===== src/core/hsup_defs.svh =====
`ifndef HSUP_DEFS_SVH
`define HSUP_DEFS_SVH
// -----------------------------------------------------------
// register byte offsets
// -----------------------------------------------------------
`define HSUP_CTRL 8'h00
`define HSUP_KEY 8'h04
`define HSUP_GAIN 8'h08
`define HSUP_SETPT 8'h0C
`define HSUP_LIMIT 8'h10
`define HSUP_BETA 8'h14
`define HSUP_TEMP 8'h18
`define HSUP_STAT 8'h1C
`define HSUP_STEP0 8'h20
`define HSUP_NSTEP 8'h34
`define HSUP_DISP 8'h38
`define HSUP_ILIM 8'h3C
// -----------------------------------------------------------
// ranges and reset values, temperatures in 0.1 C
// -----------------------------------------------------------
`define HSUP_TLIM_LO 16'sh00C8
`define HSUP_TLIM_HI 16'sh0802
`define HSUP_SETPT_CAP 16'sh07D0
`define HSUP_GAIN_MAX 8'hFA
`define HSUP_BETA_RST 16'h0F82
`define HSUP_SETPT_RST 16'sh00FA
`define HSUP_PLIM_RST 16'h00B4
`define HSUP_PGAIN_RST 8'h0A
`define HSUP_STEP_MAX 3'h5
`define HSUP_F_OFS 17'sh00140
`define HSUP_K_OFS 17'sh00AAC
`define HSUP_TRIM_MAX 16'sh03E8
// power in 0.1 W, current in mA, from a 24 V output ceiling
`define HSUP_VOUT 32'h00000018
`define HSUP_PWR_SCALE 32'h00000064
// -----------------------------------------------------------
// timing
// -----------------------------------------------------------
`define HSUP_CLK_NS 20
`define HSUP_SEC_NS 1000000000
`define HSUP_MIN_S 14'h003C
`define HSUP_SEC_CYC (`HSUP_SEC_NS / `HSUP_CLK_NS)
`endif


===== src/core/hsup_pkg.sv =====
package hsup_pkg;
   typedef enum logic [1:0] {
      HSUP_IDLE = 2'b00,
      HSUP_RAMP = 2'b01,
      HSUP_HOLD = 2'b11,
      HSUP_DONE = 2'b10
   } hsup_seq_e;
   typedef struct packed {
      logic [7:0] hold;
      logic [7:0] ramp;
      logic signed [15:0] stop;
   } hsup_step_s;
   typedef struct packed {
      logic signed [15:0] temp;
      logic open_ckt;
      logic short_ckt;
   } hsup_sense_s;
endpackage


===== src/core/hsup_top.sv =====
// How it works
// - P gain held within 1..250, I and D gains within 0..250.
// - with trim on outside cycle mode, an offset integrates the set-point error into output.
// - three probe types selectable; thermistor beta programmable, default 3970.
// - temperature limit is clamped into 20.0..205.0 C.
// - set-point never exceeds the lower of limit and 200.0 C.
// - lowering the limit pulls set-point and step stops down to it.
// - heater current limit is power limit divided by 24 V.
// - all values are Celsius inside; F or K only on the display.
// - cycle mode runs one to five steps of stop, ramp and hold.
// - each step ramps set-point to stop, then holds it for hold time.
// - pause freezes the ramp or hold timer; resume continues from there.
// - open or shorted probe replaces the shown temperature by a fault.
// - probe fault disables heater and refuses enable until it clears.
// - reading at or above limit opens relay and raises the alarm.
// - after a trip the relay recloses once reading falls to set-point.
// - trips are counted; the third one also disables the heater.
// - limit alarm stays latched until select or enable key clears it.
// - heater lamp lit only while relay is closed and heater enabled.
// - reset starts in normal mode, heater off, with probe type 0 and set-point 25.0 C.
// - each enable key press without a probe fault toggles the heater on or off.
`include "hsup_defs.svh"
`timescale 1ns/100ps
`default_nettype none
module hsup_top #(
   parameter int unsigned SEC_CYC = `HSUP_SEC_CYC,
   parameter int NSTEP = 5
) (
   input wire logic core_clk,
   input wire logic rst,
   input wire logic hsel,
   input wire logic [31:0] haddr,
   input wire logic [1:0] htrans,
   input wire logic hwrite,
   input wire logic [2:0] hsize,
   input wire logic [31:0] hwdata,
   input wire logic hready,
   output logic [31:0] hrdata,
   output logic hreadyout,
   output logic hresp,
   input wire hsup_pkg::hsup_sense_s sense,
   output logic heater_en,
   output logic relay_on,
   output logic heater_led,
   output logic limit_alarm_msg,
   output logic sensor_fault_msg,
   output logic signed [15:0] work_setpt,
   output logic signed [15:0] trim_offset,
   output logic [15:0] current_limit,
   output logic signed [16:0] disp_value,
   output logic [7:0] p_gain,
   output logic [7:0] i_gain,
   output logic [7:0] d_gain,
   output logic [1:0] sensor_sel,
   output logic [15:0] beta
);
   import hsup_pkg::*;

   // -----------------------------------------------------------
   // bus slave
   // -----------------------------------------------------------
   function automatic logic hit(input logic [7:0] a, input logic [7:0] o);
      return a == o;
   endfunction

   function automatic logic [7:0] gclamp(input logic [7:0] v, input logic lo1);
      if (v > `HSUP_GAIN_MAX) return `HSUP_GAIN_MAX;
      if (lo1 && v == 8'h00) return 8'h01;
      return v;
   endfunction

   logic ph_wr;
   logic [7:0] ph_addr;
   logic wr_key, wr_set, wr_lim;
   logic key_en, key_sel;
   logic [31:0] rd_mux;

   always_ff @(posedge core_clk or posedge rst) begin
      if (rst) begin
         ph_wr <= 1'b0;
         ph_addr <= 8'h00;
      end else if (hready) begin
         ph_wr <= hsel && htrans[1] && hwrite;
         ph_addr <= haddr[7:0];
      end
   end

   always_ff @(posedge core_clk or posedge rst) begin
      if (rst) begin
         hreadyout <= 1'b0;
         hresp <= 1'b0;
      end else begin
         hreadyout <= 1'b1;
         hresp <= 1'b0;
      end
   end

   assign wr_key = ph_wr && hit(ph_addr, `HSUP_KEY);
   assign wr_set = ph_wr && hit(ph_addr, `HSUP_SETPT);
   assign wr_lim = ph_wr && hit(ph_addr, `HSUP_LIMIT);
   assign key_en = wr_key && hwdata[0];
   assign key_sel = wr_key && hwdata[1];

   // -----------------------------------------------------------
   // settings
   // -----------------------------------------------------------
   logic cyc_mode, pause, tune;
   logic [1:0] units;
   logic signed [15:0] setpt, temp_limit, eff_max, lim_in;
   logic [15:0] power_limit;
   logic [2:0] nsteps;
   hsup_step_s steps [NSTEP];

   always_ff @(posedge core_clk or posedge rst) begin
      if (rst) begin
         cyc_mode <= 1'b0;
         pause <= 1'b0;
         tune <= 1'b0;
         sensor_sel <= 2'h0;
         units <= 2'h0;
      end else if (ph_wr && hit(ph_addr, `HSUP_CTRL)) begin
         cyc_mode <= hwdata[0];
         pause <= hwdata[1];
         tune <= hwdata[2];
         sensor_sel <= (hwdata[4:3] == 2'h3) ? 2'h0 : hwdata[4:3];
         units <= (hwdata[6:5] == 2'h3) ? 2'h0 : hwdata[6:5];
      end
   end

   always_ff @(posedge core_clk or posedge rst) begin
      if (rst) begin
         p_gain <= `HSUP_PGAIN_RST;
         i_gain <= 8'h00;
         d_gain <= 8'h00;
      end else if (ph_wr && hit(ph_addr, `HSUP_GAIN)) begin
         p_gain <= gclamp(hwdata[7:0], 1'b1);
         i_gain <= gclamp(hwdata[15:8], 1'b0);
         d_gain <= gclamp(hwdata[23:16], 1'b0);
      end
   end

   always_ff @(posedge core_clk or posedge rst) begin
      if (rst) beta <= `HSUP_BETA_RST;
      else if (ph_wr && hit(ph_addr, `HSUP_BETA)) beta <= hwdata[15:0];
   end

   assign lim_in = $signed(hwdata[15:0]);
   always_ff @(posedge core_clk or posedge rst) begin
      if (rst) begin
         temp_limit <= `HSUP_TLIM_HI;
         power_limit <= `HSUP_PLIM_RST;
      end else if (wr_lim) begin
         if (lim_in < `HSUP_TLIM_LO) temp_limit <= `HSUP_TLIM_LO;
         else if (lim_in > `HSUP_TLIM_HI) temp_limit <= `HSUP_TLIM_HI;
         else temp_limit <= lim_in;
         power_limit <= hwdata[31:16];
      end
   end

   assign eff_max = (temp_limit < `HSUP_SETPT_CAP) ? temp_limit : `HSUP_SETPT_CAP;

   always_ff @(posedge core_clk or posedge rst) begin
      if (rst) setpt <= `HSUP_SETPT_RST;
      else if (wr_set) setpt <= ($signed(hwdata[15:0]) > eff_max) ?
                                eff_max : $signed(hwdata[15:0]);
      else if (setpt > eff_max) setpt <= eff_max;
   end

   always_ff @(posedge core_clk or posedge rst) begin
      if (rst) nsteps <= 3'h1;
      else if (ph_wr && hit(ph_addr, `HSUP_NSTEP)) begin
         if (hwdata[2:0] == 3'h0) nsteps <= 3'h1;
         else if (hwdata[2:0] > `HSUP_STEP_MAX) nsteps <= `HSUP_STEP_MAX;
         else nsteps <= hwdata[2:0];
      end
   end

   genvar g;
   generate
      for (g = 0; g < NSTEP; g++) begin : g_step
         always_ff @(posedge core_clk or posedge rst) begin
            if (rst) steps[g] <= {8'h00, 8'h00, `HSUP_SETPT_RST};
            else if (ph_wr && hit(ph_addr, `HSUP_STEP0 + 8'(4 * g)))
               steps[g] <= hwdata;
            else if (steps[g].stop > temp_limit)
               steps[g].stop <= temp_limit;
         end
      end
   endgenerate

   // -----------------------------------------------------------
   // enable, sensor fault and limit trip
   // -----------------------------------------------------------
   logic fault, overt, tripped, next_en, next_trip;
   logic [1:0] trips;
   logic signed [15:0] meas;

   assign meas = sense.temp;
   assign fault = sense.open_ckt || sense.short_ckt;
   assign overt = heater_en && !tripped && !fault && (meas >= temp_limit);

   always_comb begin
      next_en = heater_en;
      if (fault) next_en = 1'b0;
      else if (key_en) next_en = !heater_en;
      else if (overt && trips == 2'h2) next_en = 1'b0;
      next_trip = tripped;
      if (!next_en) next_trip = 1'b0;
      else if (overt) next_trip = 1'b1;
      else if (tripped && meas <= work_setpt) next_trip = 1'b0;
   end

   always_ff @(posedge core_clk or posedge rst) begin
      if (rst) begin
         heater_en <= 1'b0;
         tripped <= 1'b0;
         relay_on <= 1'b0;
         heater_led <= 1'b0;
      end else begin
         heater_en <= next_en;
         tripped <= next_trip;
         relay_on <= next_en && !next_trip;
         heater_led <= next_en && !next_trip;
      end
   end

   always_ff @(posedge core_clk or posedge rst) begin
      if (rst) trips <= 2'h0;
      else if (!heater_en) trips <= 2'h0;
      else if (overt) trips <= trips + 2'h1;
   end

   always_ff @(posedge core_clk or posedge rst) begin
      if (rst) limit_alarm_msg <= 1'b0;
      else if (overt) limit_alarm_msg <= 1'b1;
      else if (key_en || key_sel) limit_alarm_msg <= 1'b0;
   end

   // -----------------------------------------------------------
   // second tick and cycle sequencer
   // -----------------------------------------------------------
   logic active, tick;
   logic [31:0] div;
   logic [13:0] elapsed, ramp_s, hold_s;
   logic [2:0] step;
   logic signed [15:0] start;
   hsup_seq_e seq;
   hsup_step_s cur;

   assign active = heater_en && cyc_mode;
   assign cur = steps[step];
   assign ramp_s = 14'(cur.ramp * `HSUP_MIN_S);
   assign hold_s = 14'(cur.hold * `HSUP_MIN_S);
   assign tick = (div == SEC_CYC - 1);

   always_ff @(posedge core_clk or posedge rst) begin
      if (rst) div <= 32'h0;
      else if (active && pause) div <= div;
      else if (tick) div <= 32'h0;
      else div <= div + 32'h1;
   end

   always_ff @(posedge core_clk or posedge rst) begin
      if (rst) begin
         seq <= HSUP_IDLE;
         step <= 3'h0;
         elapsed <= 14'h0;
         start <= 16'sh0000;
      end else if (!active) begin
         seq <= HSUP_IDLE;
         step <= 3'h0;
         elapsed <= 14'h0;
      end else if (!pause) begin
         case (seq)
            HSUP_IDLE: begin
               start <= meas;
               seq <= HSUP_RAMP;
            end
            HSUP_RAMP: begin
               if (elapsed >= ramp_s) begin
                  seq <= HSUP_HOLD;
                  elapsed <= 14'h0;
               end else if (tick) elapsed <= elapsed + 14'h1;
            end
            HSUP_HOLD: begin
               if (elapsed >= hold_s) begin
                  elapsed <= 14'h0;
                  if (step + 3'h1 >= nsteps) seq <= HSUP_DONE;
                  else begin
                     step <= step + 3'h1;
                     start <= cur.stop;
                     seq <= HSUP_RAMP;
                  end
               end else if (tick) elapsed <= elapsed + 14'h1;
            end
            HSUP_DONE: seq <= HSUP_DONE;
            default: seq <= HSUP_IDLE;
         endcase
      end
   end

   logic signed [31:0] num, quo;
   logic signed [15:0] stop_c, ramp_pt, next_work;

   assign stop_c = (cur.stop > eff_max) ? eff_max : cur.stop;
   assign num = 32'(stop_c - start) * $signed({18'h0, elapsed});
   assign quo = (ramp_s == 14'h0) ? 32'sh0 : num / $signed({18'h0, ramp_s});
   assign ramp_pt = 16'(start + quo[15:0]);

   always_comb begin
      case (seq)
         HSUP_RAMP: next_work = ramp_pt;
         HSUP_HOLD: next_work = stop_c;
         HSUP_DONE: next_work = stop_c;
         default: next_work = setpt;
      endcase
   end

   always_ff @(posedge core_clk or posedge rst) begin
      if (rst) work_setpt <= `HSUP_SETPT_RST;
      else work_setpt <= next_work;
   end

   // -----------------------------------------------------------
   // offset trim, current limit, display
   // -----------------------------------------------------------
   always_ff @(posedge core_clk or posedge rst) begin
      if (rst) trim_offset <= 16'sh0000;
      else if (!tune || !heater_en || cyc_mode || fault) trim_offset <= 16'sh0000;
      else if (tick) begin
         if (meas < work_setpt && trim_offset < `HSUP_TRIM_MAX)
            trim_offset <= trim_offset + 16'sh0001;
         else if (meas > work_setpt && trim_offset > -`HSUP_TRIM_MAX)
            trim_offset <= trim_offset - 16'sh0001;
      end
   end

   always_ff @(posedge core_clk or posedge rst) begin
      if (rst) current_limit <= 16'h0;
      else current_limit <=
         16'((32'(power_limit) * `HSUP_PWR_SCALE) / `HSUP_VOUT);
   end

   logic signed [16:0] meas_x, next_disp;
   assign meas_x = 17'(meas);
   always_comb begin
      case (units)
         2'h1: next_disp = 17'(meas_x * 17'sd9 / 17'sd5) + `HSUP_F_OFS;
         2'h2: next_disp = meas_x + `HSUP_K_OFS;
         default: next_disp = meas_x;
      endcase
   end

   always_ff @(posedge core_clk or posedge rst) begin
      if (rst) begin
         disp_value <= 17'sh0;
         sensor_fault_msg <= 1'b0;
      end else begin
         disp_value <= fault ? 17'sh0 : next_disp;
         sensor_fault_msg <= fault;
      end
   end

   // -----------------------------------------------------------
   // read back
   // -----------------------------------------------------------
   always_comb begin
      rd_mux = 32'h0;
      if (haddr[7:0] >= `HSUP_STEP0 && haddr[7:0] < `HSUP_NSTEP && haddr[1:0] == 2'h0)
         rd_mux = steps[3'(haddr[7:2] - 6'h08)];
      else case (haddr[7:0])
         `HSUP_CTRL: rd_mux = {25'h0, units, sensor_sel, tune, pause, cyc_mode};
         `HSUP_GAIN: rd_mux = {8'h0, d_gain, i_gain, p_gain};
         `HSUP_SETPT: rd_mux = {16'h0, setpt};
         `HSUP_LIMIT: rd_mux = {power_limit, temp_limit};
         `HSUP_BETA: rd_mux = {16'h0, beta};
         `HSUP_TEMP: rd_mux = {16'h0, work_setpt};
         `HSUP_STAT: rd_mux = {20'h0, step, seq, trips, sensor_fault_msg,
                               limit_alarm_msg, heater_led, relay_on, heater_en};
         `HSUP_NSTEP: rd_mux = {29'h0, nsteps};
         `HSUP_DISP: rd_mux = {15'h0, disp_value};
         `HSUP_ILIM: rd_mux = {16'h0, current_limit};
         default: rd_mux = 32'h0;
      endcase
   end

   always_ff @(posedge core_clk or posedge rst) begin
      if (rst) hrdata <= 32'h0;
      else if (hready && hsel && htrans[1] && !hwrite) hrdata <= rd_mux;
   end
endmodule // hsup_top
`default_nettype wire


===== config.mk =====
export PLATFORM = sky130hd
export DESIGN_NAME = hsup_top
export DESIGN_NICKNAME = d
export VERILOG_FILES = /design/src/core/hsup_pkg.sv /design/src/core/hsup_top.sv
export VERILOG_INCLUDE_DIRS = /design/src /design/src/core
export SDC_FILE = /design/constraint.sdc
export NUM_CORES = 2
export LEC_CHECK = 0
export BUFFER_PORTS_ARGS = -buffer_cell sky130_fd_sc_hd__buf_2
export CORE_MARGIN = 4
export CORE_UTILIZATION = 35
export CTS_BUF_LIST = sky130_fd_sc_hd__clkbuf_4
export CTS_CLUSTER_DIAMETER = 80
export DETAILED_ROUTE_END_ITERATION = 8
export HOLD_SLACK_MARGIN = 0.06
export SYNTH_ARGS = -nofsm -noshare
export SYNTH_HDL_FRONTEND = slang
export SYNTH_SLANG_ARGS = --single-unit

===== constraint.sdc =====
create_clock -name core_clk -period 118 [get_ports core_clk]
set_input_delay 23.6 -clock core_clk [delete_from_list [all_inputs] [get_ports core_clk]]
set_output_delay 23.6 -clock core_clk [all_outputs]
set_load 0.03 [all_outputs]

==> Word-level counts from Yosys, hierarchy flattened <==
Index checks and enable logic that the tools add are counted.
{ "word_totals": {"regBits": 439, "input_bits": 92, "output_inout_bits": 146, "word_cells": 286} }
{ "op_classes": {"addsub": 11, "multipliers": 5, "div": 3, "magnitude_cmp": 28, "eq_ne": 39, "n_mux": 85, "n_bitwise": 3, "reduce_logical": 65} }
{ "op_table": {"columns": ["op", "count"], "rows": [
  ["16-bit two-way mux", 24],
  ["32-bit case mux with 10 select lines", 1],
  ["32-bit binary-select mux with 3-bit select", 2],
  ["32-bit two-way mux", 6],
  ["16-bit > comparator", 9],
  ["8-bit by 6-bit equality test with 1-bit output (second input constant)", 9],
  ["14-bit two-way mux", 5],
  ["8-bit two-way mux", 8],
  ["16-bit case mux with 2 select lines", 2],
  ["8-bit by 5-bit equality test with 1-bit output (second input constant)", 6],
  ["17-bit case mux with 2 select lines", 1],
  ["32-bit by 1-bit adder with 32-bit output (second input constant)", 1],
  ["23-bit by 5-bit divider with 32-bit output (second input constant)", 1],
  ["32-bit by 15-bit divider with 32-bit output", 1],
  ["32-bit by 26-bit equality test with 1-bit output (second input constant)", 1],
  ["8-bit by 4-bit equality test with 1-bit output (second input constant)", 4],
  ["17-bit by 15-bit multiplier with 32-bit output", 1],
  ["1-bit logical AND", 31],
  ["14-bit >= comparator", 2],
  ["14-bit case mux with 2 select lines", 1],
  ["8-bit > comparator (second input constant)", 3],
  ["8-bit zero test", 3],
  ["8-bit by 4-bit multiplier with 12-bit output (second input constant)", 2],
  ["16-bit by 5-bit multiplier with 21-bit output (second input constant)", 1],
  ["other kinds (51)", 114]
]} }

==> Logic depth before layout (Yosys ltp) <==
{ "logic_depth": {"ltp_word": 12, "depth_mapped": 533, "mapped_depth_nobuf": 492} }

==> Worst setup path after synthesis <==
Ideal clock, no wire load.
{ "synth_timing": {"kind": "register to register", "start": "register step[1]", "end": "register work_setpt[15]", "setup_time_ns": 0.082, "arrival_time_ns": 100.690, "t_required_ns": 117.918, "path_slack_ns": 17.228, "stages_incl_launch_ff": 512, "path_buffers": 45, "period_less_slack_ns": 100.772, "path_cell_list": "dfrtp_1 clkbuf_1 clkbuf_1 mux4_2 a22oi_1 inv_1 ha_1 a21oi_1 nor2b_1 o21ai_0 nand2_1 a21o_1 a21oi_1 nor2b_1 o21ai_0 nand2_1 a21oi_1 a31o_2 [476 not listed] a21o_1 a21o_1 a21oi_1 o21bai_1 a21oi_1 o21bai_1 a21oi_1 o21bai_1 a21oi_1 o21bai_1 a21oi_1 o21bai_1 a21oi_1 xnor2_1 inv_1 a311oi_1 a21oi_1 a31oi_1"} }
{ "synth_between": {"elab_chain_len": 12, "word_cells_on_any_way": 14, "cone_classes": "2 x add/sub; 2 x mul; 1 x div; 1 x order compare; 6 x mux; 1 x bitwise; 1 x reduce/logical"} }
{ "synth_lines": {"columns": ["item", "line", "rtl"], "rows": [
  ["from (decl)", "hsup_top.sv:245", "logic [2:0] step;"],
  ["from (signal assigned)", "hsup_top.sv:290", "step <= step + 3'h1;"],
  ["3-bit NOT with 4-bit output (implied by the code) (*)", "hsup_top.sv:251", "assign cur = steps[step];"],
  ["32-bit binary-select mux with 3-bit select (*)", "hsup_top.sv:251", null],
  ["32-bit two-way mux (implied by the code) (*) (2 in series)", "hsup_top.sv:251", null],
  ["16-bit > comparator", "hsup_top.sv:305", "assign stop_c = (cur.stop > eff_max) ? eff_max : cur.stop;"],
  ["16-bit two-way mux", "hsup_top.sv:305", null],
  ["16-bit by 16-bit subtractor with 17-bit output", "hsup_top.sv:306", "assign num = 32'(stop_c - start) * $signed({18'h0, elapsed});"],
  ["17-bit by 15-bit multiplier with 32-bit output", "hsup_top.sv:306", null],
  ["32-bit by 15-bit divider with 32-bit output", "hsup_top.sv:307", "assign quo = (ramp_s == 14'h0) ? 32'sh0 : num / $signed({18'h0, ramp_s});"],
  ["16-bit two-way mux", "hsup_top.sv:307", null],
  ["16-bit adder", "hsup_top.sv:308", "assign ramp_pt = 16'(start + quo[15:0]);"],
  ["16-bit case mux with 2 select lines (*)", "hsup_top.sv:311", "case (seq)"],
  ["net next_work[15]", "hsup_top.sv:303", "logic signed [15:0] stop_c, ramp_pt, next_work;"],
  ["to (signal assigned)", "hsup_top.sv:320", "if (rst) work_setpt <= `HSUP_SETPT_RST;"],
  ["to (signal assigned)", "hsup_top.sv:321", "else work_setpt <= next_work;"],
  ["to (decl)", "hsup_top.sv:47", "output logic signed [15:0] work_setpt,"]
]} }
Mark *: on every way through the listed nets, which the timed path passes. The rest lies on a longest branch. The select of a mux whose other input is x is not followed.
A chain may end at the register's enable or synchronous reset.

==> Worst setup path in the final report <==
{ "layout_timing": {"start": "register temp_limit[13]", "end": "register work_setpt[15]"} }
{ "layout_between": {"elab_chain_len": 10} }
{ "layout_lines": {"columns": ["item", "line", "rtl"], "rows": [
  ["from (decl)", "hsup_top.sv:109", "logic signed [15:0] setpt, temp_limit, eff_max, lim_in;"],
  ["from (signal assigned)", "hsup_top.sv:150", "temp_limit <= `HSUP_TLIM_HI;"],
  ["from (signal assigned)", "hsup_top.sv:153", "if (lim_in < `HSUP_TLIM_LO) temp_limit <= `HSUP_TLIM_LO;"],
  ["from (signal assigned)", "hsup_top.sv:154", "else if (lim_in > `HSUP_TLIM_HI) temp_limit <= `HSUP_TLIM_HI;"],
  ["16-bit by 12-bit < comparator with 1-bit output (no source line)", null, null],
  ["16-bit two-way mux (no source line) (*)", null, null],
  ["16-bit > comparator", "hsup_top.sv:305", null],
  ["16-bit two-way mux (*)", "hsup_top.sv:305", null],
  ["16-bit by 16-bit subtractor with 17-bit output", "hsup_top.sv:306", null],
  ["17-bit by 15-bit multiplier with 32-bit output", "hsup_top.sv:306", null],
  ["32-bit by 15-bit divider with 32-bit output", "hsup_top.sv:307", null],
  ["16-bit two-way mux", "hsup_top.sv:307", null],
  ["16-bit adder", "hsup_top.sv:308", null],
  ["16-bit case mux with 2 select lines (*)", "hsup_top.sv:311", null],
  ["net next_work[15]", "hsup_top.sv:303", null]
]} }
Mark *: on every way through the listed nets, which the timed path passes. The rest lies on a longest branch.

==> qor.yml <==
run_status:
  outcome: "complete, no violations"
grt:
  grt_pass1_wl_mm: 379.5
  gr-total-overflow: 0
  grt_usage_pct: 23.18
  antenna_found_initial: 24
  globalRouteMet2Util_pct: 39.26
  use_met3_pct: 3.215
  top_usage_layer: "met2"
  grt_use_met1_pct: 28.96
  grt_max_degree: 151
  grt_pass1_vias: 65260
route:
  drc: 0
  first_iter_violations: 5393
  dr.pass1.iters: 8
  vias_per_cell: 5.863
  routed_wirelength_mm: 245.8
  postRouteAntennaNets: 0
  wl_per_cell_um: 21.23
  vias: 67900
finish:
  area_delta_synth_final_pct: 8.634
  nets: 9937
  final_cell_mix: "nand2_1 (873), nor2_1 (743), ha_1 (733)"
  drive_gt1_share_pct: 12.46
  final_util_pct: 38.37
  layout_commonest_cell: "nand2_1"
min_path:
  hold_path_depth: 2
  worstHoldPathType: "reg -> reg"
  whs_endpoint: "hrdata[27]"
  min_from: "hrdata[27]"
timing:
  hold_viol_final: 0
  setup_viol: 0
  skew_ns: 0.1166
  drv_slew: 0
  fmax_mhz: 9.086
  slew_headroom_pct: 18.06
  finalCritPeriodShare_pct: 93.27
  setup_tns_ns: 0
  min_period_ns: 110.06
  tightestPinTransition_ns: 1.229
setup_path:
  worstPathArrival_ns: 111.11
  startpoint_type: "flop"
  worst_r2r_startpoint: "temp_limit[13]"
  critPathKind: "reg -> reg"
  end_kind: "flop"
  crit_fanout: 28
  crit_top_cell: "o21a_1"
  crit_slowest_cell: "fa_1"
  crit_required_ns: 119.05
  reg2regPathDepth: 478
  slowest_delay_ns: 0.74
  r2r-end: "work_setpt[15]"
  r2r_slack_ns: 7.94
logic_synthesis:
  async_flop_share_pct: 100.0
  synth_ff_type: "dfrtp_1"
  yosysSeqAreaShare_pct: 15.99
  synth_edf_count: 0
  syn_avg_cell_area_um2: 7.941
  synthesis.area_um2: 69170
  ys_warn_count: 0
  synth_seq_cells: 439
  syn_inst: 8710
  synth.distinct_cells: 146
  synth_nets: 9807
clocking:
  clock-sinks: 439
  clockBufferDepth: 3
  cts-root-buf: "clkbuf_4"
  numCtsBuffers: 136
  cts_tree: "built"
  htree_levels: 4
  ctsHoldBuffers: 0
  clk_latency_ns: 1.15
  clkTransAtPathRegs_ns: 0.06
floorplanning:
  fp.dieW_um: 452.5
  num_rows: 162
  num_io_pins: 238
  die_y_um: 452.5
  core_um2: 195800
  die-area_um2: 204800
  floorplan.initialDensity_pct: 35.32
placement:
  place.gp.congestion: 0.9708
  io_buffers: 208
  dp_hpwl_mm: 195.1
flow_run:
  cap_violations: 0
registers in the layout (all words and copies together), names as in the netlist, 14 cells and up:
register and flops:
steps 160, div 32, hrdata 32, disp_value 17, beta 16, current_limit 16, power_limit 16, setpt 16
start 16, temp_limit 16, trim_offset 16, work_setpt 16, elapsed 14
per-stage QoR:
stage	hold slack, ns	cells	instance area (um^2)	setup WS (ns)
after CTS	0.4805	11540	74740	1.792
after floorplan	0.4467	8710	69170	17.23
after global placement	0.4636	11310	73080	4.207
after detailed placement	0.4663	11310	73080	2.155
final	0.4777	11580	75140	7.943
after global routing	0.5010	11580	75130	-0.1109
worst max path at each step:
stage	startpoint	to	cells after the start
2_1_floorplan	step[1]	work_setpt[15]	511
3_3_place_gp	temp_limit[14]	work_setpt[15]	477
3_5_place_dp	temp_limit[14]	work_setpt[15]	478
4_1_cts	temp_limit[14]	work_setpt[15]	478
5_1_grt	temp_limit[14]	work_setpt[15]	480
6_report	temp_limit[13]	work_setpt[15]	478
synthesized netlist by cell type (all sizes together) (217+ instances only):
library cell,instances,area (um^2)
clkbuf,274,1032
inv,602,2262
a21oi,574,2925
o21ai,504,2537
nor3,328,1695
dfrtp,382,9559
o21a,217,1629
fa,271,5425
xnor2,268,2347
nand2,878,3303
ha,734,9184
nor2,752,2835
critical path: cells and delay by family (launching register included):
family | cells | cell delay, ns
flip-flops | 1 | 0.56
multiplexers | 13 | 4.14
AND/OR/NAND/NOR | 126 | 27.53
XOR/XNOR | 2 | 0.63
buffers and inverters | 27 | 4.76
AO/OA/AOI/OAI | 267 | 57.00
adder cells (fa/ha/maj) | 43 | 15.08
final cells by class:
class | instances | area [um^2]
clock inverters | 45 | 245.2
inverters | 606 | 2303
multi-input cells | 7324 | 54780
repair buffers | 333 | 1994
fillers | 20240 | 120700
diodes | 20 | 50.05
well taps | 2624 | 3283
clock buffers | 189 | 1419
flip-flops and latches | 439 | 11060
logic make-up after synthesis:
kind of cell / share of synthesized area, %
AOI/OAI and AO/OA: 23.67
xor gates and xnor gates: 5.062
adders and majority gates: 21.22
buffers and inverters: 5.306
DFF: 15.99
muxes: 6.228
other: 0.01086
and+or+nand+nor: 22.52
routing by layer:
layer  vias up  part of all wire (%)
li1      32100                     -
met2      2190                    48
met1     33090                    41
met4         8                   5.1
met3       503                   5.9
met5         -                 0.019
timing repair:
item                                    in CTS  in global routing
gates resized for setup                      0                 49
buffers inserted                             0                 17
endpoints found under the hold margin        0                  0
endpoints found under the setup margin       0                 16
Power is not shown: default switching activity piles up to over one toggle a cycle in this logic, so the estimate is an artifact.
